### config.mk
export PLATFORM = sky130hd
export DESIGN_NAME = tmw_timer
export DESIGN_NICKNAME = d
export VERILOG_FILES = /design/src/include/tmw_pkg.sv /design/src/rtl/tmw_prescaler.sv /design/src/rtl/tmw_wave_gen.sv /design/src/rtl/tmw_timer.sv
export SDC_FILE = /design/constraint.sdc
export NUM_CORES = 1
export LEC_CHECK = 0
export ABC_AREA = 1
export BUFFER_PORTS_ARGS = -buffer_cell sky130_fd_sc_hd__buf_2
export CORE_ASPECT_RATIO = 0.8
export CORE_MARGIN = 2
export CORE_UTILIZATION = 49
export CTS_BUF_LIST = sky130_fd_sc_hd__clkbuf_8
export CTS_CLUSTER_DIAMETER = 50
export DETAILED_ROUTE_END_ITERATION = 7
export GPL_TIMING_DRIVEN = 1
export PLACE_DENSITY = 0.84
export SYNTH_ARGS = -nofsm -noshare
export SYNTH_HDL_FRONTEND = slang
export SYNTH_SLANG_ARGS = --single-unit
### constraint.sdc
create_clock -name CORE_CLK_IN -period 2 [get_ports CORE_CLK_IN]
set_clock_uncertainty 0.15 [all_clocks]
set_input_delay 0.2 -clock CORE_CLK_IN [delete_from_list [all_inputs] [get_ports CORE_CLK_IN]]
set_output_delay 0.2 -clock CORE_CLK_IN [all_outputs]
set_load 0.1 [all_outputs]
### src/include/tmw_pkg.sv
// shared constants, modes and control layout of the 8-bit waveform timer
package tmw_pkg;

  localparam int unsigned TMW_CNT_W = 8;
  localparam int unsigned TMW_PRE_W = 10;
  localparam logic [7:0] TMW_BOTTOM = 8'h00;
  localparam logic [7:0] TMW_MAX = 8'hFF;

  // register byte addresses on the bus
  localparam logic [7:0] TMW_OFS_CTRL = 8'h00;
  localparam logic [7:0] TMW_OFS_COUNT = 8'h04;
  localparam logic [7:0] TMW_OFS_COMPARE = 8'h08;
  localparam logic [7:0] TMW_OFS_FLAGS = 8'h0C;
  localparam int unsigned TMW_ADDR_W = 8;

  // flag register bit positions
  localparam int unsigned TMW_FLAG_CMP_BIT = 0;
  localparam int unsigned TMW_FLAG_OVF_BIT = 1;

  // reset values
  localparam logic [7:0] TMW_CTRL_RST = 8'h00;
  localparam logic [7:0] TMW_COUNT_RST = 8'h00;
  localparam logic [7:0] TMW_COMPARE_RST = 8'h00;
  localparam logic [31:0] TMW_RDATA_RST = 32'h0000_0000;

  // output actions
  localparam logic [1:0] TMW_ACT_OFF = 2'h0;
  localparam logic [1:0] TMW_ACT_TOGGLE = 2'h1;
  localparam logic [1:0] TMW_ACT_CLEAR = 2'h2;
  localparam logic [1:0] TMW_ACT_SET = 2'h3;

  // prescale divide ratios
  localparam int unsigned TMW_DIV_8 = 8;
  localparam int unsigned TMW_DIV_64 = 64;
  localparam int unsigned TMW_DIV_256 = 256;
  localparam int unsigned TMW_DIV_1024 = 1024;

  typedef enum logic [1:0] {
    TMW_MODE_NORMAL = 2'b00,
    TMW_MODE_PHASE = 2'b01,
    TMW_MODE_CTC = 2'b10,
    TMW_MODE_FAST = 2'b11
  } tmw_mode_t;

  typedef enum logic [2:0] {
    TMW_CLK_STOP = 3'b000,
    TMW_CLK_DIV1 = 3'b001,
    TMW_CLK_DIV8 = 3'b010,
    TMW_CLK_DIV64 = 3'b011,
    TMW_CLK_DIV256 = 3'b100,
    TMW_CLK_DIV1024 = 3'b101,
    TMW_CLK_EXT_FALL = 3'b110,
    TMW_CLK_EXT_RISE = 3'b111
  } tmw_clksel_t;

  // control register: [7] pin direction, [6:4] clock source, [3:2] action, [1:0] mode
  typedef struct packed {
    logic pin_dir;
    tmw_clksel_t clk_sel;
    logic [1:0] action;
    tmw_mode_t mode;
  } tmw_ctrl_t;

endpackage

### src/rtl/tmw_prescaler.sv
// timer clock enable from the i/o clock divider or the external count pin
`timescale 1ns/10ps
module tmw_prescaler
  import tmw_pkg::*;
#(
  parameter int unsigned PRE_W = TMW_PRE_W
) (
  input wire logic clk_in,
  input wire logic rst_in,
  input wire tmw_clksel_t clk_sel_in,
  input wire logic ext_pin_in,
  output logic tick_out
);

  logic [PRE_W-1:0] div_reg;
  logic ext_prev_reg;
  logic div_tick;

  // one shared free divider: every ratio ticks on its own terminal count
  function automatic logic div_done(input logic [PRE_W-1:0] cnt, input int unsigned ratio);
    logic [PRE_W-1:0] mask;
    mask = PRE_W'(ratio - 1);
    return (cnt & mask) == mask;
  endfunction

  always_ff @(posedge clk_in or posedge rst_in) begin
    if (rst_in) begin
      div_reg <= '0;
    end else begin
      div_reg <= div_reg + PRE_W'(1);
    end
  end

  always_ff @(posedge clk_in or posedge rst_in) begin
    if (rst_in) begin
      ext_prev_reg <= 1'b0;
    end else begin
      ext_prev_reg <= ext_pin_in;
    end
  end

  always_comb begin
    div_tick = 1'b0;
    unique case (clk_sel_in)
      TMW_CLK_STOP: div_tick = 1'b0;
      TMW_CLK_DIV1: div_tick = 1'b1;
      TMW_CLK_DIV8: div_tick = div_done(div_reg, TMW_DIV_8);
      TMW_CLK_DIV64: div_tick = div_done(div_reg, TMW_DIV_64);
      TMW_CLK_DIV256: div_tick = div_done(div_reg, TMW_DIV_256);
      TMW_CLK_DIV1024: div_tick = div_done(div_reg, TMW_DIV_1024);
      TMW_CLK_EXT_FALL: div_tick = ext_prev_reg & ~ext_pin_in;
      TMW_CLK_EXT_RISE: div_tick = ~ext_prev_reg & ext_pin_in;
    endcase
  end

  assign tick_out = div_tick;

endmodule

### src/rtl/tmw_wave_gen.sv
// next level of the internal waveform output register
`timescale 1ns/10ps
module tmw_wave_gen
  import tmw_pkg::*;
(
  input wire tmw_mode_t mode_in,
  input wire logic [1:0] action_in,
  input wire logic tick_in,
  input wire logic match_in,
  input wire logic at_top_in,
  input wire logic at_bottom_in,
  input wire logic dir_up_in,
  input wire logic cmp_max_in,
  input wire logic level_in,
  output logic level_next_out
);

  always_comb begin
    level_next_out = level_in;
    if (tick_in) begin
      unique case (mode_in)
        TMW_MODE_NORMAL, TMW_MODE_CTC: begin
          if (match_in) begin
            unique case (action_in)
              TMW_ACT_OFF: level_next_out = level_in;
              TMW_ACT_TOGGLE: level_next_out = ~level_in;
              TMW_ACT_CLEAR: level_next_out = 1'b0;
              TMW_ACT_SET: level_next_out = 1'b1;
            endcase
          end
        end
        TMW_MODE_FAST: begin
          if (action_in == TMW_ACT_TOGGLE && match_in) begin
            level_next_out = ~level_in;
          end else if (action_in[1]) begin
            // the top action wins, so a compare at max is constant and at bottom a spike
            if (at_top_in) begin
              level_next_out = ~action_in[0];
            end else if (match_in) begin
              level_next_out = action_in[0];
            end
          end
        end
        TMW_MODE_PHASE: begin
          if (action_in[1]) begin
            if (at_top_in) begin
              // at max take the up-count level unless the compare sits at max
              level_next_out = cmp_max_in ? ~action_in[0] : action_in[0];
            end else if (match_in) begin
              // a match at bottom turns the count upward, so it acts as an up match
              level_next_out = (dir_up_in || at_bottom_in) ? action_in[0] : ~action_in[0];
            end
          end
        end
      endcase
    end
  end

endmodule

### src/rtl/tmw_timer.sv
// 8-bit waveform timer with ctc, fast and phase correct pwm behind an ahb-lite slave
//
// Function
// - mode 2 clears the counter after it equals compare; compare is the top.
// - clear-on-compare sets the compare flag each time top is reached.
// - clear-on-compare writes compare directly; a low write misses until wrap.
// - clear-on-compare with action 1 toggles the output on every match.
// - clear-on-compare sets overflow when counter wraps from max to zero.
// - output reaches the pin only when its direction is set to output.
// - mode 3 counts bottom to max then restarts from bottom.
// - fast pwm clears the counter on the tick after it equals max.
// - fast pwm sets overflow each time counter reaches max.
// - fast pwm action 2 clears on match, sets at wrap; action 3 opposite.
// - fast pwm compare bottom gives spike; compare max gives constant level.
// - fast pwm action 1 toggles on match while compare stays buffered.
// - mode 1 counts up to max then down to bottom, repeatedly.
// - phase correct turns at max and holds max for one tick.
// - phase correct sets overflow each time counter reaches bottom.
// - phase correct action 2 clears on up match, sets on down match.
// - phase correct compare bottom constant low, max constant high, inverted opposite.
// - phase correct at max drives the up-match level unless compare is max, also after compare leaves max.
// - phase correct missed up match still gives its output change at max.
// - pwm modes buffer compare until top; other modes take it immediately.
// - an equality sets the compare flag on the next timer tick.
// - clock source picks stopped, divide 1/8/64/256/1024, or pin edges.
`timescale 1ns/10ps
module tmw_timer
  import tmw_pkg::*;
(
  input wire logic CORE_CLK_IN,
  input wire logic RST_IN,
  input wire logic HSEL_IN,
  input wire logic [31:0] HADDR_IN,
  input wire logic [1:0] HTRANS_IN,
  input wire logic HWRITE_IN,
  input wire logic [2:0] HSIZE_IN,
  input wire logic [31:0] HWDATA_IN,
  input wire logic HREADY_IN,
  input wire logic EXT_COUNT_IN,
  output logic [31:0] HRDATA_OUT,
  output logic HREADYOUT_OUT,
  output logic HRESP_OUT,
  output logic WAVE_OUT,
  output logic WAVE_OE_OUT
);

  // bus slave state
  logic wr_pend_reg;
  logic [TMW_ADDR_W-1:0] wr_addr_reg;
  logic [31:0] rdata_reg;
  logic [31:0] rdata_next;
  logic addr_take;

  // software state
  tmw_ctrl_t ctrl_reg;
  logic [7:0] count_reg;
  logic [7:0] count_next;
  logic [7:0] cmp_buf_reg;
  logic [7:0] cmp_act_reg;
  logic dir_up_reg;
  logic cmp_flag_reg;
  logic ovf_flag_reg;
  logic block_reg;
  logic level_reg;
  logic level_next;
  logic oe_reg;

  // decoded write strobes for the data phase
  logic wr_ctrl;
  logic wr_count;
  logic wr_compare;
  logic wr_flags;

  // timer events
  logic tick;
  logic match;
  logic at_top;
  logic at_bottom;
  logic is_pwm;
  logic cmp_max;
  logic ovf_event;
  logic cmp_clear;
  logic ovf_clear;
  logic [TMW_ADDR_W-1:0] rd_addr;

  function automatic logic word_is(input logic [TMW_ADDR_W-1:0] a, input logic [7:0] ofs);
    return a == ofs;
  endfunction

  // both pwm modes share a buffered compare and a fixed top
  function automatic logic mode_is_pwm(input tmw_mode_t m);
    return (m == TMW_MODE_FAST) || (m == TMW_MODE_PHASE);
  endfunction

  // ---------------- ahb-lite slave ----------------
  // only single word transfers; unmapped addresses read zero, writes dropped
  // hsize is not checked, so a narrow write still loads the whole low byte
  assign addr_take = HSEL_IN & HTRANS_IN[1] & HREADY_IN;
  assign rd_addr = HADDR_IN[TMW_ADDR_W-1:0];

  always_ff @(posedge CORE_CLK_IN or posedge RST_IN) begin
    if (RST_IN) begin
      wr_pend_reg <= 1'b0;
      wr_addr_reg <= '0;
    end else begin
      wr_pend_reg <= addr_take & HWRITE_IN;
      if (addr_take) begin
        wr_addr_reg <= HADDR_IN[TMW_ADDR_W-1:0];
      end
    end
  end

  assign wr_ctrl = wr_pend_reg & word_is(wr_addr_reg, TMW_OFS_CTRL);
  assign wr_count = wr_pend_reg & word_is(wr_addr_reg, TMW_OFS_COUNT);
  assign wr_compare = wr_pend_reg & word_is(wr_addr_reg, TMW_OFS_COMPARE);
  assign wr_flags = wr_pend_reg & word_is(wr_addr_reg, TMW_OFS_FLAGS);

  // read data is fetched at the address edge so the slave never waits
  // a read taken as a write lands returns the old value
  always_comb begin
    rdata_next = TMW_RDATA_RST;
    if (word_is(rd_addr, TMW_OFS_CTRL)) begin
      rdata_next = {24'h00_0000, ctrl_reg};
    end else if (word_is(rd_addr, TMW_OFS_COUNT)) begin
      rdata_next = {24'h00_0000, count_reg};
    end else if (word_is(rd_addr, TMW_OFS_COMPARE)) begin
      rdata_next = {24'h00_0000, cmp_buf_reg};
    end else if (word_is(rd_addr, TMW_OFS_FLAGS)) begin
      rdata_next = {30'h0000_0000, ovf_flag_reg, cmp_flag_reg};
    end
  end

  always_ff @(posedge CORE_CLK_IN or posedge RST_IN) begin
    if (RST_IN) begin
      rdata_reg <= TMW_RDATA_RST;
    end else if (addr_take & ~HWRITE_IN) begin
      rdata_reg <= rdata_next;
    end
  end

  always_ff @(posedge CORE_CLK_IN or posedge RST_IN) begin
    if (RST_IN) begin
      HREADYOUT_OUT <= 1'b0;
      HRESP_OUT <= 1'b0;
    end else begin
      HREADYOUT_OUT <= 1'b1;
      HRESP_OUT <= 1'b0;
    end
  end

  assign HRDATA_OUT = rdata_reg;

  // ---------------- control register ----------------
  always_ff @(posedge CORE_CLK_IN or posedge RST_IN) begin
    if (RST_IN) begin
      ctrl_reg <= tmw_ctrl_t'(TMW_CTRL_RST);
    end else if (wr_ctrl) begin
      ctrl_reg <= tmw_ctrl_t'(HWDATA_IN[7:0]);
    end
  end

  // ---------------- timer clock enable ----------------
  // the divider runs from reset, so the first tick after a select is not aligned
  tmw_prescaler #(
    .PRE_W(TMW_PRE_W)
  ) u_prescaler (
    .clk_in(CORE_CLK_IN),
    .rst_in(RST_IN),
    .clk_sel_in(ctrl_reg.clk_sel),
    .ext_pin_in(EXT_COUNT_IN),
    .tick_out(tick)
  );

  // ---------------- compare and counter events ----------------
  assign is_pwm = mode_is_pwm(ctrl_reg.mode);
  assign at_top = tick & (count_reg == TMW_MAX);
  assign at_bottom = (count_reg == TMW_BOTTOM);
  // a count write removes the match on the following tick
  assign match = tick & ~block_reg & (count_reg == cmp_act_reg);
  // at top the buffered value is the one that takes over
  assign cmp_max = ((at_top & is_pwm) ? cmp_buf_reg : cmp_act_reg) == TMW_MAX;

  // the block lasts until a tick, even while the clock is stopped
  always_ff @(posedge CORE_CLK_IN or posedge RST_IN) begin
    if (RST_IN) begin
      block_reg <= 1'b0;
    end else if (wr_count) begin
      block_reg <= 1'b1;
    end else if (tick) begin
      block_reg <= 1'b0;
    end
  end

  // ---------------- counting sequence ----------------
  always_comb begin
    count_next = count_reg;
    if (tick) begin
      unique case (ctrl_reg.mode)
        TMW_MODE_NORMAL: count_next = count_reg + 8'h01;
        TMW_MODE_CTC: begin
          if (match) begin
            count_next = TMW_BOTTOM;
          end else begin
            count_next = count_reg + 8'h01;
          end
        end
        TMW_MODE_FAST: begin
          if (count_reg == TMW_MAX) begin
            count_next = TMW_BOTTOM;
          end else begin
            count_next = count_reg + 8'h01;
          end
        end
        TMW_MODE_PHASE: begin
          // max is held for a single tick because the turn happens on leaving it
          if (dir_up_reg && count_reg != TMW_MAX) begin
            count_next = count_reg + 8'h01;
          end else if (dir_up_reg) begin
            count_next = count_reg - 8'h01;
          end else if (count_reg != TMW_BOTTOM) begin
            count_next = count_reg - 8'h01;
          end else begin
            count_next = count_reg + 8'h01;
          end
        end
      endcase
    end
  end

  always_ff @(posedge CORE_CLK_IN or posedge RST_IN) begin
    if (RST_IN) begin
      count_reg <= TMW_COUNT_RST;
    end else if (wr_count) begin
      // software load beats a same-cycle tick
      count_reg <= HWDATA_IN[7:0];
    end else begin
      count_reg <= count_next;
    end
  end

  // leaving phase mode rearms the up direction for the next entry
  always_ff @(posedge CORE_CLK_IN or posedge RST_IN) begin
    if (RST_IN) begin
      dir_up_reg <= 1'b1;
    end else if (ctrl_reg.mode != TMW_MODE_PHASE) begin
      dir_up_reg <= 1'b1;
    end else if (tick && count_reg == TMW_MAX) begin
      dir_up_reg <= 1'b0;
    end else if (tick && at_bottom) begin
      dir_up_reg <= 1'b1;
    end
  end

  // ---------------- compare value ----------------
  always_ff @(posedge CORE_CLK_IN or posedge RST_IN) begin
    if (RST_IN) begin
      cmp_buf_reg <= TMW_COMPARE_RST;
    end else if (wr_compare) begin
      cmp_buf_reg <= HWDATA_IN[7:0];
    end
  end

  // pwm modes wait for top to avoid odd-length pulses; others follow at once
  always_ff @(posedge CORE_CLK_IN or posedge RST_IN) begin
    if (RST_IN) begin
      cmp_act_reg <= TMW_COMPARE_RST;
    end else if (!is_pwm) begin
      cmp_act_reg <= wr_compare ? HWDATA_IN[7:0] : cmp_buf_reg;
    end else if (at_top) begin
      cmp_act_reg <= cmp_buf_reg;
    end
  end

  // ---------------- flags ----------------
  always_comb begin
    unique case (ctrl_reg.mode)
      TMW_MODE_PHASE: ovf_event = tick & at_bottom & ~dir_up_reg;
      TMW_MODE_FAST: ovf_event = at_top;
      default: ovf_event = at_top;
    endcase
  end

  // write-one-clear strobes; a zero bit leaves its flag alone
  assign cmp_clear = wr_flags & HWDATA_IN[TMW_FLAG_CMP_BIT];
  assign ovf_clear = wr_flags & HWDATA_IN[TMW_FLAG_OVF_BIT];

  // hardware set wins over a same-cycle write-one clear
  always_ff @(posedge CORE_CLK_IN or posedge RST_IN) begin
    if (RST_IN) begin
      cmp_flag_reg <= 1'b0;
    end else if (match) begin
      cmp_flag_reg <= 1'b1;
    end else if (cmp_clear) begin
      cmp_flag_reg <= 1'b0;
    end
  end

  always_ff @(posedge CORE_CLK_IN or posedge RST_IN) begin
    if (RST_IN) begin
      ovf_flag_reg <= 1'b0;
    end else if (ovf_event) begin
      ovf_flag_reg <= 1'b1;
    end else if (ovf_clear) begin
      ovf_flag_reg <= 1'b0;
    end
  end

  // ---------------- waveform output ----------------
  // no force-compare strobe; reserved action codes leave the level as it is
  tmw_wave_gen u_wave_gen (
    .mode_in(ctrl_reg.mode),
    .action_in(ctrl_reg.action),
    .tick_in(tick),
    .match_in(match),
    .at_top_in(at_top),
    .at_bottom_in(at_bottom),
    .dir_up_in(dir_up_reg),
    .cmp_max_in(cmp_max),
    .level_in(level_reg),
    .level_next_out(level_next)
  );

  always_ff @(posedge CORE_CLK_IN or posedge RST_IN) begin
    if (RST_IN) begin
      level_reg <= 1'b0;
    end else begin
      level_reg <= level_next;
    end
  end

  // the level is kept across mode changes; only the pin drive is gated
  always_ff @(posedge CORE_CLK_IN or posedge RST_IN) begin
    if (RST_IN) begin
      oe_reg <= 1'b0;
    end else begin
      oe_reg <= ctrl_reg.pin_dir & (ctrl_reg.action != TMW_ACT_OFF);
    end
  end

  assign WAVE_OUT = level_reg;
  assign WAVE_OE_OUT = oe_reg;

endmodule

==> results.sh, run 1 <==
export IMPL_h_tree_depth=3
export IMPL_dieWidth_um=106
export IMPL_slowest_stage="dfrtp_1"
export IMPL_n_antenna_cell=0
export IMPL_largest_reg_flops=10
export IMPL_area_delta_synth_final_pct=34.4
export IMPL_start_util_pct=50.6
export IMPL_clk_pin_slew_worst_paths_ps=90
export IMPL_finalCriticalPeriod_ps=2340
export IMPL_met3_usage_pct=8.53
export IMPL_mostFrequentLayoutCells="nand2_1, buf_4, dfrtp_1"
export IMPL_synth_seq_cells=67
export IMPL_wl_per_cell_um=17.3
export IMPL_rsz0062_at_grt="yes"
export IMPL_worstHoldPathType="input port to flip-flop"
export IMPL_cts_root_buf="clkbuf_8"
export IMPL_final_nets=726
export IMPL_first_global_vias=4038
export IMPL_synthFlopType="dfrtp_1"
export IMPL_numClockSinks=67
export IMPL_num_vias=4214
export IMPL_busiest_layer="met2"
export IMPL_synth_area_um2=4040
export IMPL_core_um2=7980
export IMPL_cts_tree="built"
export IMPL_groute_usage_overall_pct=28.8
export IMPL_ant_nets=0
export IMPL_p_leak_nw=2.80
export IMPL_failed_checks="setup timing"
export IMPL_cts_buffer_depth=2
export IMPL_final_util_pct=68.1
export IMPL_drive_gt1_share_pct=30.0
export IMPL_fin_crit_sh_pct=117
export IMPL_drtPass1Iterations=5
export IMPL_required_ps=2110
export IMPL_antenna_found_initial=0
export IMPL_setup_tns_final_ps=-4940
export IMPL_worstSetupPathType="flip-flop to flip-flop"
export IMPL_total_power_mw=5.90
export IMPL_cap_violations=0
export IMPL_yosysSeqAreaShare_pct=41.5
export IMPL_die_area_um2=8990
export IMPL_numCtsBuffers=9
export IMPL_cp_cell_sequence="ha_4 > nand2_4 > nor2_4 > nand2_2 > nand2_2 > nand2_4 > a21oi_4 > buf_12 > nand3_4 > nand2_2 > o211ai_1 > nand2_1 > o21ai_2 > nand2_1 > nand2_1 > nand2_1 > o21ai_1"
export IMPL_setup_violations=25
export IMPL_clock_latency_ps=370
export IMPL_synth_edf_count=0
export IMPL_wirelength_mm=13.1
export IMPL_globalRoute_totalOverflow=0
export IMPL_dpl_hpwl_mm=8.80
export IMPL_grt_use_met2_pct=46.2
export IMPL_ios=111
export IMPL_grt_pass1_wl_mm=20.0
export IMPL_grt_use_met1_pct=36.7
export IMPL_cp_data_arrival_time_ps=2450
export IMPL_drv_slew=0
export IMPL_mostFrequentLayoutCell="nand2_1"
export IMPL_vias_per_cell=5.55
export IMPL_num_rows=29
export IMPL_routabilityCongestion=0.991
export IMPL_powerDensity_nw_per_um2=1090
export IMPL_vdd_drop_max_mv=0.714
export IMPL_numPortBuffers=33
export IMPL_layout_setup_ws_ps=-343
export IMPL_drc_errors=0
export IMPL_syn_inst=522
export IMPL_status="finished, violations left"
export IMPL_cp_end_kind="flip-flop"
export IMPL_die_h_um=85.2
export IMPL_start_kind="flip-flop"
export IMPL_path_max_fanout=13
export IMPL_slowest_delay_ps=410
export IMPL_avgSynthCellArea_um2=7.74
export IMPL_synth_warnings=0
export IMPL_ys_async_sr_fraction_pct=100
export IMPL_grt_max_degree=39
export IMPL_hold_violations=0
export IMPL_drt_iter0_drc=436
export IMPL_ys_types=46
export IMPL_crit_top_cell="nand2_1"
export IMPL_fmax_ghz=0.427
-- synthesized netlist by cell type (2+ instances only) --
| master | count | area [um2] |
|---|---|---|
| inv_2 | 5 | 18.8 |
| a21oi_1 | 17 | 85.1 |
| xnor2_1 | 4 | 35.0 |
| buf_4 | 25 | 188 |
| nor2_1 | 30 | 113 |
| o211ai_1 | 9 | 67.6 |
| clkbuf_1 | 4 | 15.0 |
| buf_6 | 2 | 22.5 |
| nor2_4 | 2 | 22.5 |
| buf_2 | 2 | 10.0 |
| nand2_1 | 140 | 526 |
| xor2_1 | 16 | 140 |
| mux2_2 | 6 | 67.6 |
| nand3_1 | 23 | 115 |
| conb_1 | 2 | 7.51 |
| o21ai_0 | 41 | 205 |
| clkinv_1 | 2 | 7.51 |
| inv_1 | 65 | 244 |
| ha_1 | 5 | 62.6 |
| a221oi_1 | 2 | 17.5 |
| o221ai_1 | 3 | 26.3 |
| o22ai_1 | 5 | 31.3 |
| nor4_1 | 2 | 12.5 |
| nor3_1 | 10 | 50.1 |
| nand4_1 | 13 | 81.3 |
| dfrtp_1 | 66 | 1650 |
| o21ai_1 | 2 | 10.0 |
-- through the flow --
step | cell area, um2 | hold WS (ps) | setup slack, ps | std cells
detailed placement | 4750 | 31.2 | -364 | 722
CTS | 5180 | 15.2 | -255 | 750
finish | 5430 | 18.6 | -343 | 759
global placement | 4750 | 21.8 | -234 | 722
floorplan | 4150 | 81.4 | -75.2 | 546
global route | 5430 | 41.9 | -484 | 759
-- logic make-up after synthesis --
group / after synthesis / share of synthesized area [%]
AO/OA/AOI/OAI: 87 / 12.8
buffers and inverters: 106 / 12.6
XOR/XNOR: 20 / 4.33
flip-flops: 67 / 41.5
other: 2 / 0.186
AND/OR/NAND/NOR: 229 / 25.4
multiplexers: 6 / 1.67
adder cells (fa/ha/maj): 5 / 1.55
-- routing by layer --
| layer | share of wire (%) | up-vias |
|---|---|---|
| met2 | 47 | 282 |
| met1 | 38 | 1968 |
| li1 | - | 1908 |
| met4 | 4.0 | 0 |
| met3 | 11 | 56 |
| met5 | 0 | - |
-- final timing paths --
| check | cells past startpoint | endpoint | startpoint | slack (ps) |
|---|---|---|---|---|
| worst min register to register | 2 | HRDATA_OUT[0]$_DFFE_PP0P_ | HRDATA_OUT[0]$_DFFE_PP0P_ | 340 |
| worst max-delay path | 17 | count_reg[3]$_DFFE_PP0P_ | u_prescaler.div_reg[0]$_DFF_PP0_ | -340 |
| worst min-delay path | 3 | ctrl_reg[3]$_DFFE_PP0P_ | HWDATA_IN[3] | 20 |
| worst max register to register | 17 | count_reg[3]$_DFFE_PP0P_ | u_prescaler.div_reg[0]$_DFF_PP0_ | -340 |
| max in group asynchronous | 4 | dir_up_reg$_DFFE_PP1P_ | RST_IN | 900 |
| min in group asynchronous | 3 | wr_addr_reg[2]$_DFFE_PP0P_ | RST_IN | 180 |
-- worst max-delay path: cells and delay by family (launching register included) --
| family | cells | cell delay, ps |
|---|---|---|
| compound gates | 4 | 440 |
| flops | 1 | 410 |
| fa+ha+maj | 1 | 190 |
| simple gates | 11 | 910 |
| buf+inv | 1 | 150 |
-- final cells by class --
class	count	area (um2)
clock inverter	7	123
inverter	72	283
sequential	67	1680
timing repair buffer	122	908
clock buffer	9	124
fill	577	2550
multi-input combinational	374	2180
tap	108	135
-- what timing repair did --
item,4_1_cts,5_1_grt
resized for setup,23,39
buffers inserted,3,8
setup endpoints to repair,19,40
pin swaps,5,10
cloned,0,1
endpoints found under the hold margin,66,0
hold buffers,9,0
-- power breakdown --
part           internal [mW]  switching (mW)
Clock                  0.836           0.596
Combinational          0.983            1.62
Sequential              1.59           0.280
Note: power is estimated with default switching activity, not from simulation.
==> run 2, diff against run 1 <==
--- a/config.mk
+++ b/config.mk
@@ -9,12 +9,13 @@
 export BUFFER_PORTS_ARGS = -buffer_cell sky130_fd_sc_hd__buf_2
 export CORE_ASPECT_RATIO = 0.8
 export CORE_MARGIN = 2
-export CORE_UTILIZATION = 49
+export CORE_UTILIZATION = 50
 export CTS_BUF_LIST = sky130_fd_sc_hd__clkbuf_8
-export CTS_CLUSTER_DIAMETER = 50
+export CTS_CLUSTER_DIAMETER = 60
 export DETAILED_ROUTE_END_ITERATION = 7
 export GPL_TIMING_DRIVEN = 1
-export PLACE_DENSITY = 0.84
+export PLACE_DENSITY = 0.85
 export SYNTH_ARGS = -nofsm -noshare
 export SYNTH_HDL_FRONTEND = slang
+export SYNTH_HIERARCHICAL = 1
 export SYNTH_SLANG_ARGS = --single-unit
==> results.sh, run 2 <==
export IMPL_busiest_layer="met2"
export IMPL_finalCriticalPeriod_ps=2740
export IMPL_layout_setup_ws_ps=-743
export IMPL_wirelength_mm=12.0
export IMPL_core_um2=8020
export IMPL_cts_tree="built"
export IMPL_dieWidth_um=106
export IMPL_ant_nets=0
export IMPL_stdcell_count=785
export IMPL_grt_pass1_wl_mm=19.6
export IMPL_numCtsBuffers=9
export IMPL_n_fill_cell=658
export IMPL_yosys_cell_count_top_type="nand2_1"
export IMPL_antenna_found_initial=0
export IMPL_cts_buffer_depth=2
export IMPL_groute_usage_overall_pct=27.7
export IMPL_ys_types=41
export IMPL_yosys_top_cells_area="dfrtp_1, nand2_1, inv_1"
export IMPL_synth_top_area_cell="dfrtp_1"
export IMPL_num_vias=4193
export IMPL_syn_inst=562
export IMPL_max_slew_margin_pct=62.2
export IMPL_rsz0062_at_grt="yes"
export IMPL_worstSetupPathType="flip-flop to flip-flop"
export IMPL_first_global_vias=4135
export IMPL_setup_violations=18
export IMPL_drv_slew=0
export IMPL_cp_end_kind="flip-flop"
export IMPL_clock_latency_ps=360
export IMPL_synth_warnings=6
export IMPL_routabilityCongestion=0.923
export IMPL_wl_per_cell_um=15.3
export IMPL_die_h_um=85.6
export IMPL_worstHoldPathType="input port to flip-flop"
export IMPL_holdPathEnd="cmp_buf_reg[2]$_DFF_PP0_"
export IMPL_vias_per_cell=5.34
export IMPL_required_ps=2100
export IMPL_grt_max_degree=36
export IMPL_final_util_pct=65.4
export IMPL_hold_start="HWDATA_IN[2]"
export IMPL_n_antenna_cell=0
export IMPL_synthFlopType="dfrtp_1"
export IMPL_max_slew_worst_pin_slew_ps=566
export IMPL_drt_iter0_drc=416
export IMPL_start_util_pct=51.9
export IMPL_reg2regPathDepth=24
export IMPL_synth_edf_count=0
export IMPL_hold_violations=0
export IMPL_mostFrequentLayoutCells="nand2_1, inv_1, dfrtp_1"
export IMPL_dpl_cell_area_um2=4760
export IMPL_failed_checks="setup timing"
export IMPL_numClockSinks=67
export IMPL_hold_depth=3
export IMPL_design_area_um2=5250
export IMPL_fin_crit_sh_pct=137
export IMPL_h_tree_depth=3
export IMPL_area_delta_synth_final_pct=26.1
export IMPL_status="finished, violations left"
export IMPL_grt_use_met1_pct=36.6
export IMPL_drtPass1Iterations=7
export IMPL_ios=111
export IMPL_met3_usage_pct=5.32
export IMPL_drc_errors=0
export IMPL_synth_area_um2=4160
export IMPL_clk_pin_slew_worst_paths_ps=80
export IMPL_ys_async_sr_fraction_pct=100
export IMPL_avgSynthCellArea_um2=7.40
export IMPL_powerDensity_nw_per_um2=1150
export IMPL_regToRegEndpoint="WAVE_OUT$_DFF_PP0_"
export IMPL_synth_seq_cells=67
export IMPL_synth_top_area_share_pct=39.7
export IMPL_cap_violations=0
export IMPL_die_area_um2=9070
export IMPL_dpl_hpwl_mm=8.59
export IMPL_p_leak_nw=2.80
export IMPL_cp_data_arrival_time_ps=2840
export IMPL_largest_reg_flops=10
export IMPL_cts_root_buf="clkbuf_8"
export IMPL_fmax_ghz=0.365
export IMPL_vdd_drop_max_mv=0.812
export IMPL_grt_use_met2_pct=45.2
export IMPL_numPortBuffers=33
export IMPL_mostFrequentLayoutCell="nand2_1"
export IMPL_reg2reg_setup_slack_ps=-740
export IMPL_synth_commonest_cells="nand2_1, inv_1, dfrtp_1"
export IMPL_total_power_mw=6.02
export IMPL_worstReg2RegStart="u_prescaler/div_reg[1]$_DFF_PP0_"
export IMPL_final_nets=752
export IMPL_place_inst=749
export IMPL_startpoint="u_prescaler/div_reg[1]$_DFF_PP0_"
export IMPL_yosysSeqAreaShare_pct=40.3
export IMPL_num_rows=29
export IMPL_path_max_fanout=12
export IMPL_drive_gt1_share_pct=24.8
export IMPL_start_kind="flip-flop"
export IMPL_globalRoute_totalOverflow=0
[run 2: changes by cell type in the layout (fill, tap and decap cells not counted), moves of 5 or more]
cell     previous run  this run
nand4_1            13        18
inv_1              59        72
nor2_2              4        10
a21oi_1            16         4
o21ai_0            36        31
nor2_1             25        32
nand2_1           127       168
o21ai_1             6        13
buf_4              73        60
nand3_1            16        24
[run 2: kinds of logic (layout without fill, tap and decap cells)]
kind of cell	after synthesis	count (layout)	share of synthesized area, %
buffers and inverters	116	207	13.7
adder cells (fa/ha/maj)	5	5	1.50
other	2	26	0.181
multiplexers	2	2	0.541
XOR/XNOR	16	16	3.37
flip-flops	67	67	40.3
AND/OR/NAND/NOR	279	279	29.6
AO/OA/AOI/OAI	75	75	10.7
[run 2: critical path: stages (launching register included)]
cell and delay [ps]:
dfrtp_1 360, ha_2 200, nand2_2 70, nor2_4 130
nand2_2 80, o21ai_2 130, nand2_1 90, nand2_2 100
inv_2 70, nor2_4 110, nand2_4 70, clkinv_4 100
nand2_1 70, o21ai_0 80, nand4_1 150, nor2_2 160
inv_1 70, nand2_1 60, nand3_1 60, nand2_1 50
inv_1 40, nand2_1 50, nand2_1 50, nand3_1 80
a21oi_2 50
[run 2: how the worst max path moves through the flow]
stage | endpoint | slack [ps] | cells after the start
final | WAVE_OUT$_DFF_PP0_ | -740 | 24
after detailed placement | WAVE_OUT$_DFF_PP0_ | -670 | 24
after global routing | WAVE_OUT$_DFF_PP0_ | -960 | 24
after CTS | WAVE_OUT$_DFF_PP0_ | -630 | 23
after floorplan | WAVE_OUT$_DFF_PP0_ | -610 | 25
after global placement | WAVE_OUT$_DFF_PP0_ | -540 | 24
[run 2: routing by layer]
layer	share of wire (%)	up-vias
met4	2.9	0
met3	8.1	36
li1	-	1949
met2	47	214
met5	0	-
met1	42	1994
[run 2: power breakdown]
group | leakage, nW | switching, mW | internal [mW]
Combinational | 1.90 | 1.78 | 0.939
Clock | 0.117 | 0.564 | 0.825
Sequential | 0.778 | 0.262 | 1.64
Total | 2.80 | 2.61 | 3.41
[run 2: what timing repair did]
item | in CTS | in global routing
hold buffers | 12 | 0
gates cloned | 0 | 0
gates resized for setup | 14 | 7
endpoints found under the setup margin | 18 | 26
pin swaps | 9 | 9
setup buffers | 5 | 4
hold endpoints to repair | 41 | 0
[run 2: cell type report]
cell class	count	area (um2)	share of cell area [%]
Timing Repair Buffer	111	821	15.6
Sequential cell	67	1680	32.0
Multi-Input combinational cell	403	2060	39.3
Tap cell	108	135	2.58
Clock inverter	7	118	2.24
Inverter	80	308	5.87
Clock buffer	9	124	2.36
[run 2: stage by stage]
stage               TNS (ps)  worst slack (ps)  hold WS, ps
finish                 -6830              -743         41.2
global route           -9230              -964         39.0
CTS                    -4700              -631         33.2
detailed placement     -5070              -669         81.2
global placement       -2960              -537         56.1
floorplan              -1710              -605        -97.6
